`config.mk`:
```
export PLATFORM = sky130hd
export DESIGN_NAME = current_fault_response_ctrl
export DESIGN_NICKNAME = d
export VERILOG_FILES = /design/src/common/fault_resp_pkg.sv /design/src/core/fault_delay_timer.sv /design/src/core/current_fault_response_ctrl.sv
export SDC_FILE = /design/constraint.sdc
export NUM_CORES = 1
export LEC_CHECK = 0
export ABC_CLOCK_PERIOD_IN_PS = 5400
export BUFFER_PORTS_ARGS = -buffer_cell sky130_fd_sc_hd__buf_2
export CORE_ASPECT_RATIO = 2
export CORE_MARGIN = 1
export CORE_UTILIZATION = 25
export DETAILED_ROUTE_END_ITERATION = 8
export PLACE_DENSITY = 0.49
export SKIP_CTS_REPAIR_TIMING = 1
export SYNTH_ARGS = -nofsm -noshare
export SYNTH_HDL_FRONTEND = slang
export SYNTH_HIERARCHICAL = 1
export SYNTH_SLANG_ARGS = --single-unit
```
`constraint.sdc`:
```
create_clock -name clk -period 5.4 [get_ports clk]
set_clock_uncertainty 0.05 [all_clocks]
set_input_delay 0.81 -clock clk [delete_from_list [all_inputs] [get_ports clk]]
set_output_delay 0.81 -clock clk [all_outputs]
set_load 0.03 [all_outputs]
```
`src/common/fault_resp_pkg.sv`:
```
// Constants and state type of the current fault response.
// Function
// - Restart codes 100 to 110 give four to six tries.
// - Restart tries are one delay interval apart.
// - Code 111 retries until turned off or stopped.
// - The delay field gives two to its value in external time units.
// - The low-voltage threshold lives at 0x48.
// - The linear warning threshold lives at 0x4A.
// - Current is compared with the threshold at 0x4B.
// - The reaction at 0x4C sets the under-current response.
// - Every reaction pulls the alert low and sets status.
// - Reaction 00 keeps the output running.
// - Reaction 01 runs for the delay, then restarts.
// - Reaction 10 disables at once, then restarts.
// - Reaction 11 stays off only while the fault lasts.
// - Restart code 000 latches the output off.
// - Restart codes 001 to 011 give one to three tries.
package fault_resp_pkg;

    // ****************************************
    // Command codes
    // ****************************************
    localparam logic [7:0]  CMD_OC_LV_THRESH = 8'h48;
    localparam logic [7:0]  CMD_OC_WARN      = 8'h4A;
    localparam logic [7:0]  CMD_UC_THRESH    = 8'h4B;
    localparam logic [7:0]  CMD_UC_REACT     = 8'h4C;

    // ****************************************
    // Reaction register fields
    // ****************************************
    localparam int          RESP_HI  = 7;
    localparam int          RESP_LO  = 6;
    localparam int          RETRY_HI = 5;
    localparam int          RETRY_LO = 3;
    localparam int          DELAY_HI = 2;
    localparam int          DELAY_LO = 0;
    localparam logic [1:0]  RESP_IGNORE   = 2'h0;
    localparam logic [1:0]  RESP_RIDE     = 2'h1;
    localparam logic [1:0]  RESP_SHUT     = 2'h2;
    localparam logic [1:0]  RESP_HOLD     = 2'h3;
    localparam logic [2:0]  RETRY_FOREVER = 3'h7;

    // ****************************************
    // Reset values
    // ****************************************
    localparam logic [15:0] RST_OC_LV     = 16'h0000;
    localparam logic [15:0] RST_OC_WARN   = 16'h0000;
    localparam logic [15:0] RST_UC_THRESH = 16'h0000;
    localparam logic [7:0]  RST_UC_REACT  = 8'h00;

    // ****************************************
    // Linear format and timing widths
    // ****************************************
    localparam int          LIN_EXP_HI  = 15;
    localparam int          LIN_EXP_LO  = 11;
    localparam int          LIN_MANT_W  = 11;
    localparam int          FIX_W       = 48;
    localparam int          UNIT_W      = 24;
    localparam int          UNIT_CNT_W  = 8;

    typedef enum logic [2:0] {
        ST_OFF   = 3'b000,
        ST_RUN   = 3'b001,
        ST_RIDE  = 3'b010,
        ST_WAIT  = 3'b011,
        ST_PROBE = 3'b100,
        ST_HOLD  = 3'b101,
        ST_LATCH = 3'b110
    } state_t;

endpackage

```
`src/core/fault_delay_timer.sv`:
```
// Delay timer counting a number of time units of a given length in cycles.
`timescale 1ns/1ps
`default_nettype none
module fault_delay_timer
    import fault_resp_pkg::*;
(
    input  wire logic                  clk,
    input  wire logic                  sys_rst,
    input  wire logic                  start,
    input  wire logic [UNIT_W-1:0]     unit_cycles,
    input  wire logic [UNIT_CNT_W-1:0] unit_count,
    output var  logic                  done
);

    logic [UNIT_W-1:0]     div_cnt;
    logic [UNIT_CNT_W-1:0] units_left;
    logic                  busy;
    logic                  unit_tick;

    // A unit length of zero is treated as one cycle.
    assign unit_tick = busy && ((div_cnt + 1'b1 >= unit_cycles) ||
                                (unit_cycles == '0));

    // ****************************************
    // Divider and unit counter
    // ****************************************
    always_ff @(posedge clk) begin
        if (sys_rst) begin
            div_cnt    <= '0;
            units_left <= '0;
            busy       <= 1'b0;
            done       <= 1'b0;
        end else begin
            done <= 1'b0;
            if (start) begin
                div_cnt    <= '0;
                units_left <= unit_count;
                busy       <= 1'b1;
            end else if (unit_tick) begin
                div_cnt <= '0;
                if (units_left <= 8'h01) begin
                    busy <= 1'b0;
                    done <= 1'b1;
                end else begin
                    units_left <= units_left - 1'b1;
                end
            end else if (busy) begin
                div_cnt <= div_cnt + 1'b1;
            end
        end
    end

endmodule // fault_delay_timer
`default_nettype wire

```
`src/core/current_fault_response_ctrl.sv`:
```
// Under-current fault response, current thresholds and command registers.
`timescale 1ns/1ps
`default_nettype none
module current_fault_response_ctrl
    import fault_resp_pkg::*;
(
    input  wire logic              clk,
    input  wire logic              sys_rst,
    input  wire logic              cmd_valid,
    input  wire logic              cmd_write,
    input  wire logic [7:0]        cmd_code,
    input  wire logic [15:0]       cmd_wdata,
    output var  logic              cmd_ack,
    output var  logic              cmd_unknown,
    output var  logic [15:0]       cmd_rdata,
    input  wire logic              iout_valid,
    input  wire logic [15:0]       iout_meas,
    input  wire logic              remote_on_pin,
    input  wire logic              operation_on,
    input  wire logic              bias_power_good,
    input  wire logic              other_fault_off,
    input  wire logic              clear_faults,
    input  wire logic [UNIT_W-1:0] run_unit_cycles,
    input  wire logic [UNIT_W-1:0] retry_unit_cycles,
    output var  logic              output_enable,
    output var  logic              alert_line_n,
    output var  logic              uc_fault_status,
    output var  logic              oc_warn_status,
    output var  logic [15:0]       oc_lv_threshold
);

    // ****************************************
    // Declarations
    // ****************************************
    logic [15:0]           oc_warn_threshold;
    logic [15:0]           uc_fault_threshold;
    logic [7:0]            uc_fault_reaction;
    logic                  remote_meta;
    logic                  remote_sync;
    logic                  bias_meta;
    logic                  bias_sync;
    logic                  on_prev;
    logic                  on_req;
    logic                  on_rise;
    logic                  on_fall;
    logic                  uc_below;
    logic                  warn_above;
    logic                  uc_hit;
    logic                  uc_gone;
    logic                  warn_hit;
    logic                  next_uc_status;
    logic                  next_warn_status;
    logic                  uc_present;
    state_t                state;
    logic [2:0]            attempts;
    logic                  retry_left;
    logic                  timer_start;
    logic                  timer_retry;
    logic                  timer_done;
    logic [UNIT_W-1:0]     timer_unit;
    logic [UNIT_CNT_W-1:0] timer_count;
    logic [1:0]            resp_code;
    logic [2:0]            retry_code;
    logic [2:0]            delay_code;

    // ****************************************
    // Linear format conversion
    // ****************************************
    // Mantissa times two to the exponent, scaled by two to the sixteenth.
    function automatic logic signed [FIX_W-1:0] lin_to_fix(
        input logic [15:0] v
    );
        logic signed [FIX_W-1:0] mant;
        logic [4:0]              shift;
        mant  = {{(FIX_W-LIN_MANT_W){v[LIN_MANT_W-1]}}, v[LIN_MANT_W-1:0]};
        shift = {~v[LIN_EXP_HI], v[LIN_EXP_HI-1:LIN_EXP_LO]};
        return mant <<< shift;
    endfunction

    assign resp_code  = uc_fault_reaction[RESP_HI:RESP_LO];
    assign retry_code = uc_fault_reaction[RETRY_HI:RETRY_LO];
    assign delay_code = uc_fault_reaction[DELAY_HI:DELAY_LO];

    assign uc_below   = lin_to_fix(iout_meas) <
                        lin_to_fix(uc_fault_threshold);
    assign warn_above = lin_to_fix(iout_meas) >
                        lin_to_fix(oc_warn_threshold);
    assign uc_hit     = iout_valid && uc_below;
    assign uc_gone    = iout_valid && !uc_below;
    assign warn_hit   = iout_valid && warn_above;

    // ****************************************
    // Command registers
    // ****************************************
    always_ff @(posedge clk) begin
        if (sys_rst) begin
            oc_lv_threshold    <= RST_OC_LV;
            oc_warn_threshold  <= RST_OC_WARN;
            uc_fault_threshold <= RST_UC_THRESH;
            uc_fault_reaction  <= RST_UC_REACT;
            cmd_ack            <= 1'b0;
            cmd_unknown        <= 1'b0;
            cmd_rdata          <= 16'h0000;
        end else begin
            cmd_ack     <= cmd_valid;
            cmd_unknown <= 1'b0;
            if (cmd_valid) begin
                if (cmd_code == CMD_OC_LV_THRESH) begin
                    cmd_rdata <= oc_lv_threshold;
                    if (cmd_write) begin
                        oc_lv_threshold <= cmd_wdata;
                    end
                end else if (cmd_code == CMD_OC_WARN) begin
                    cmd_rdata <= oc_warn_threshold;
                    if (cmd_write) begin
                        oc_warn_threshold <= cmd_wdata;
                    end
                end else if (cmd_code == CMD_UC_THRESH) begin
                    cmd_rdata <= uc_fault_threshold;
                    if (cmd_write) begin
                        uc_fault_threshold <= cmd_wdata;
                    end
                end else if (cmd_code == CMD_UC_REACT) begin
                    cmd_rdata <= {8'h00, uc_fault_reaction};
                    if (cmd_write) begin
                        uc_fault_reaction <= cmd_wdata[7:0];
                    end
                end else begin
                    cmd_rdata   <= 16'h0000;
                    cmd_unknown <= 1'b1;
                end
            end
        end
    end

    // ****************************************
    // Pin synchronisers and on request
    // ****************************************
    always_ff @(posedge clk) begin
        if (sys_rst) begin
            remote_meta <= 1'b0;
            remote_sync <= 1'b0;
            bias_meta   <= 1'b0;
            bias_sync   <= 1'b0;
        end else begin
            remote_meta <= remote_on_pin;
            remote_sync <= remote_meta;
            bias_meta   <= bias_power_good;
            bias_sync   <= bias_meta;
        end
    end

    assign on_req  = remote_sync && operation_on;
    assign on_rise = on_req && !on_prev;
    assign on_fall = !on_req && on_prev;

    // Losing bias forgets the last on level, so the next on is an edge.
    always_ff @(posedge clk) begin
        if (sys_rst) begin
            on_prev <= 1'b0;
        end else if (!bias_sync) begin
            on_prev <= 1'b0;
        end else begin
            on_prev <= on_req;
        end
    end

    // ****************************************
    // Fault level and status
    // ****************************************
    always_ff @(posedge clk) begin
        if (sys_rst) begin
            uc_present <= 1'b0;
        end else if (iout_valid) begin
            uc_present <= uc_below;
        end
    end

    // A new event wins over a clear in the same cycle.
    assign next_uc_status   = uc_hit || (uc_fault_status && !clear_faults);
    assign next_warn_status = warn_hit || (oc_warn_status && !clear_faults);

    always_ff @(posedge clk) begin
        if (sys_rst) begin
            uc_fault_status <= 1'b0;
            oc_warn_status  <= 1'b0;
        end else begin
            uc_fault_status <= next_uc_status;
            oc_warn_status  <= next_warn_status;
        end
    end

    // ****************************************
    // Alert and output enable
    // ****************************************
    always_ff @(posedge clk) begin
        if (sys_rst) begin
            alert_line_n <= 1'b1;
        end else begin
            alert_line_n <= !(next_uc_status || next_warn_status);
        end
    end

    always_ff @(posedge clk) begin
        if (sys_rst) begin
            output_enable <= 1'b0;
        end else begin
            output_enable <= (state == ST_RUN) || (state == ST_RIDE) ||
                             (state == ST_PROBE);
        end
    end

    // ****************************************
    // Restart budget
    // ****************************************
    assign retry_left = (retry_code == RETRY_FOREVER) ||
                        (attempts < retry_code);

    // ****************************************
    // Delay timer
    // ****************************************
    assign timer_unit  = timer_retry ? retry_unit_cycles : run_unit_cycles;
    assign timer_count = UNIT_CNT_W'(8'h01 << delay_code);

    fault_delay_timer u_delay (
        .clk         (clk),
        .sys_rst     (sys_rst),
        .start       (timer_start),
        .unit_cycles (timer_unit),
        .unit_count  (timer_count),
        .done        (timer_done)
    );

    // ****************************************
    // Response state machine
    // ****************************************
    always_ff @(posedge clk) begin
        if (sys_rst) begin
            state       <= ST_OFF;
            attempts    <= 3'h0;
            timer_start <= 1'b0;
            timer_retry <= 1'b0;
        end else begin
            timer_start <= 1'b0;
            if (!bias_sync || on_fall || other_fault_off) begin
                state    <= ST_OFF;
                attempts <= 3'h0;
            end else begin
                case (state)
                    ST_OFF: begin
                        if (on_rise) begin
                            state <= ST_RUN;
                        end
                    end
                    ST_RUN: begin
                        if (uc_hit) begin
                            case (resp_code)
                                RESP_RIDE: begin
                                    state       <= ST_RIDE;
                                    timer_start <= 1'b1;
                                    timer_retry <= 1'b0;
                                end
                                RESP_SHUT: begin
                                    if (retry_left) begin
                                        state       <= ST_WAIT;
                                        timer_start <= 1'b1;
                                        timer_retry <= 1'b1;
                                    end else begin
                                        state <= ST_LATCH;
                                    end
                                end
                                RESP_HOLD: begin
                                    state <= ST_HOLD;
                                end
                                default: begin
                                    state <= ST_RUN;
                                end
                            endcase
                        end
                    end
                    ST_RIDE: begin
                        if (uc_gone) begin
                            state <= ST_RUN;
                        end else if (timer_done && uc_present) begin
                            if (retry_left) begin
                                state       <= ST_WAIT;
                                timer_start <= 1'b1;
                                timer_retry <= 1'b1;
                            end else begin
                                state <= ST_LATCH;
                            end
                        end
                    end
                    ST_WAIT: begin
                        if (timer_done) begin
                            state       <= ST_PROBE;
                            timer_start <= 1'b1;
                            timer_retry <= 1'b1;
                            if (retry_code != RETRY_FOREVER) begin
                                attempts <= attempts + 1'b1;
                            end
                        end
                    end
                    ST_PROBE: begin
                        if (uc_hit) begin
                            if (retry_left) begin
                                state       <= ST_WAIT;
                                timer_start <= 1'b1;
                                timer_retry <= 1'b1;
                            end else begin
                                state <= ST_LATCH;
                            end
                        end else if (timer_done) begin
                            state    <= ST_RUN;
                            attempts <= 3'h0;
                        end
                    end
                    ST_HOLD: begin
                        if (uc_gone) begin
                            state <= ST_RUN;
                        end
                    end
                    ST_LATCH: begin
                        state <= ST_LATCH;
                    end
                    default: begin
                        state <= ST_OFF;
                    end
                endcase
            end
        end
    end

endmodule // current_fault_response_ctrl
`default_nettype wire

```
==> results.cfg <==
[grt]
antenna_found_initial = 2
grt_max_degree = 87
grt-ovfl-total = 0
grt_usage_pct = 18.2
grt_pass1_wl_mm = 66.4
grt_pass1_vias = 11600

[sta]
tightest_slew_ns = 1.12
hold_viol_final = 0
maxSlewViolCount = 0
final-setup-viol-count = 0
setup-tns-final_ns = 0
fin_crit_sh_pct = 86.7
max_freq_mhz = 214
fin_hold_ws_ns = 0.388
rsz0062_at_grt = false
post-route-min-period_ns = 4.68
relSlewSlack_pct = 24.7

[power_and_ir_drop]
power.switching_mw = 0.777
vdd_drop_max_mv = 0.197
netSwitchingFraction_pct = 30.6
cellPowerDensity_nw_per_um2 = 186
p_comb_share_pct = 17.4
leakagePower_nw = 5.58
seq_power_share_pct = 37.3
power_mw = 2.54
clkPwrFrac_pct = 45.3
internal-power_mw = 1.76

[logic_synthesis]
postSynthCellCount = 1594
yosysSeqAreaShare_pct = 21.4
syn_area_per_cell_um2 = 7.40
ys_ff_latch = 126
synth.largest_area_cell = dfxtp_1
synth_edf_count = 0
async_flop_share_pct = 0
synth_top_cell_area_share_pct = 21.4
yosysWarnings = 6
ys_top_cells_by_area = dfxtp_1, ha_1, nand2_1
synth_flop_cell = dfxtp_1
yosysUniqueCellTypes = 84
syn-num-nets = 1809
syn_area_um2 = 11800

[routing]
vias = 11800
vias_per_cell = 5.10
drc = 0
wl_mm = 43.3
drt-pass1-iter-count = 5
ant_nets = 0
wl_per_cell_um = 18.7
drt_iter0_drc = 529

[place]
portBuffers = 135
gp_congestion = 1.02
place_inst = 2284
dp_hpwl_mm = 34.6

[worst_setup_path]
reg2regPathDepth = 18
reg2reg_setup_slack_ns = 0.72
crit_required_ns = 5.68
reg2reg_to = oc_warn_status
end_kind = flip-flop
worst-path-max-fanout = 11
critPathArrivalTime_ns = 4.96
critPathKind = reg -> reg
cp-start-kind = flip-flop
r2r-start = oc_warn_threshold[12]

[die]
fp.dieW_um = 156
io_pins = 136
die_y_um = 309
dieArea_um2 = 48100
rows = 112
core_area_um2 = 46700
start_util_pct = 25.3

[min_path]
worstHoldStart = remote_meta
holdCritPathClass = reg -> reg
hold_depth = 1
min_to = remote_sync

[clock_tree]
clk_pin_slew_ns = 0.07
htree_num_levels = 4
clock_sinks = 126
root_buffer = clkbuf_16
cts_buffers = 17
tritoncts = yes
cts_buffer_depth = 2
clock_latency_ns = 0.44

[finish]
stdcell_count = 2317
layout_common_cells = nand2_1, nor2_1, a21oi_1
syn_to_final_growth_pct = 15.7
nNetsFinal = 1891
final_common_cell = nand2_1
layout-drive-gt1-share_pct = 15.7

[status]
status = completed

[run]
max-cap-violations = 0
cell type report:
type | instances | area, um^2
well taps | 627 | 785
clock inverters | 14 | 148
flip-flops and latches | 126 | 2520
repair buffers | 164 | 896
clock buffers | 18 | 429
multi-input cells | 1313 | 8660
diodes | 1 | 2.50
inverters | 54 | 203
fillers | 5099 | 33000
power groups by stage:
stage                     clock (mW)  sequential (mW)  combinational [mW]
final                           1.15            0.947               0.442
after global routing            1.21            0.948               0.492
after CTS                       1.18            0.947               0.443
after detailed placement           0            0.968               0.440
after global placement             0            0.968               0.437
after floorplan                    0            0.982               0.273
sequential cells by signal, indices dropped and copies added (netlist names), 3 cells and up:
signal              count
attempts                3
cmd_rdata              16
oc_lv_threshold        16
oc_warn_threshold      16
state                   3
u_delay/div_cnt        24
u_delay/units_left      8
uc_fault_reaction       8
uc_fault_threshold     16
worst max-delay path, cell delays in order (launching register included):
cell and delay (ns):
dfxtp_1 0.60, buf_4 0.27, mux2i_1 0.26, a21oi_1 0.14
o2bb2ai_1 0.23, nor2_1 0.14, a31oi_1 0.05, o22ai_1 0.55
ha_1 0.37, a21o_1 0.19, a21o_1 0.17, a21oi_1 0.12
o21ai_0 0.19, a221oi_1 0.34, o21ai_0 0.15, a21oi_1 0.12
o311ai_0 0.26, buf_4 0.24, a21o_1 0.15
worst max-delay path by stage:
| stage | startpoint | end | cells after the start |
|---|---|---|---|
| detailed placement | iout_meas[11] | state[1] | 17 |
| floorplan | iout_meas[11] | state[0] | 17 |
| global route | oc_warn_threshold[12] | oc_warn_status | 18 |
| CTS | u_delay/div_cnt[0] | u_delay/div_cnt[23] | 14 |
| global placement | iout_meas[11] | oc_warn_status | 17 |
| finish | oc_warn_threshold[12] | oc_warn_status | 18 |
per-layer routing:
metal | part of all wire (%) | vias to the layer above | wire, um | global-route usage, %
met4 | 6.6 | 0 | 2860 | 12.5
met3 | 2.8 | 91 | 1190 | 1.70
met1 | 37 | 5559 | 16100 | 18.3
met2 | 53 | 292 | 23200 | 34.7
li1 | - | 5880 | - | -
met5 | 0 | - | 0 | 0
cells in the mapped netlist (15+ instances only):
master	number
nand2_1	254
nor2_1	148
a21oi_1	144
dfxtp_1	126
ha_1	117
o21ai_0	97
mux2i_1	88
clkbuf_1	74
inv_1	47
mux2_2	35
nand3_1	35
nor3_1	30
xor2_1	30
a21o_1	29
a22oi_1	24
nand4_1	24
nand2b_1	19
nor2b_1	16
o211ai_1	16
xnor2_1	16
and2_1	15
stage by stage:
step | cell area (um^2) | util, % | setup slack, ns
detailed placement | 13100 | 28.0 | 0.446
global route | 13600 | 29.2 | 0.312
floorplan | 11800 | - | 0.923
CTS | 13600 | 29.2 | 0.715
global placement | 13100 | 28.0 | 0.478
finish | 13600 | 29.2 | 0.716
cell families after synthesis:
logic type,Yosys count,synth area share (%)
buffers and inverters,155,5.20
multiplexers,123,10.8
AO/OA/AOI/OAI,419,22.7
XOR/XNOR,46,3.42
adder cells (fa/ha/maj),117,12.4
AND/OR/NAND/NOR,608,24.1
flip-flops,126,21.4
(Power assumes the default switching activity.)
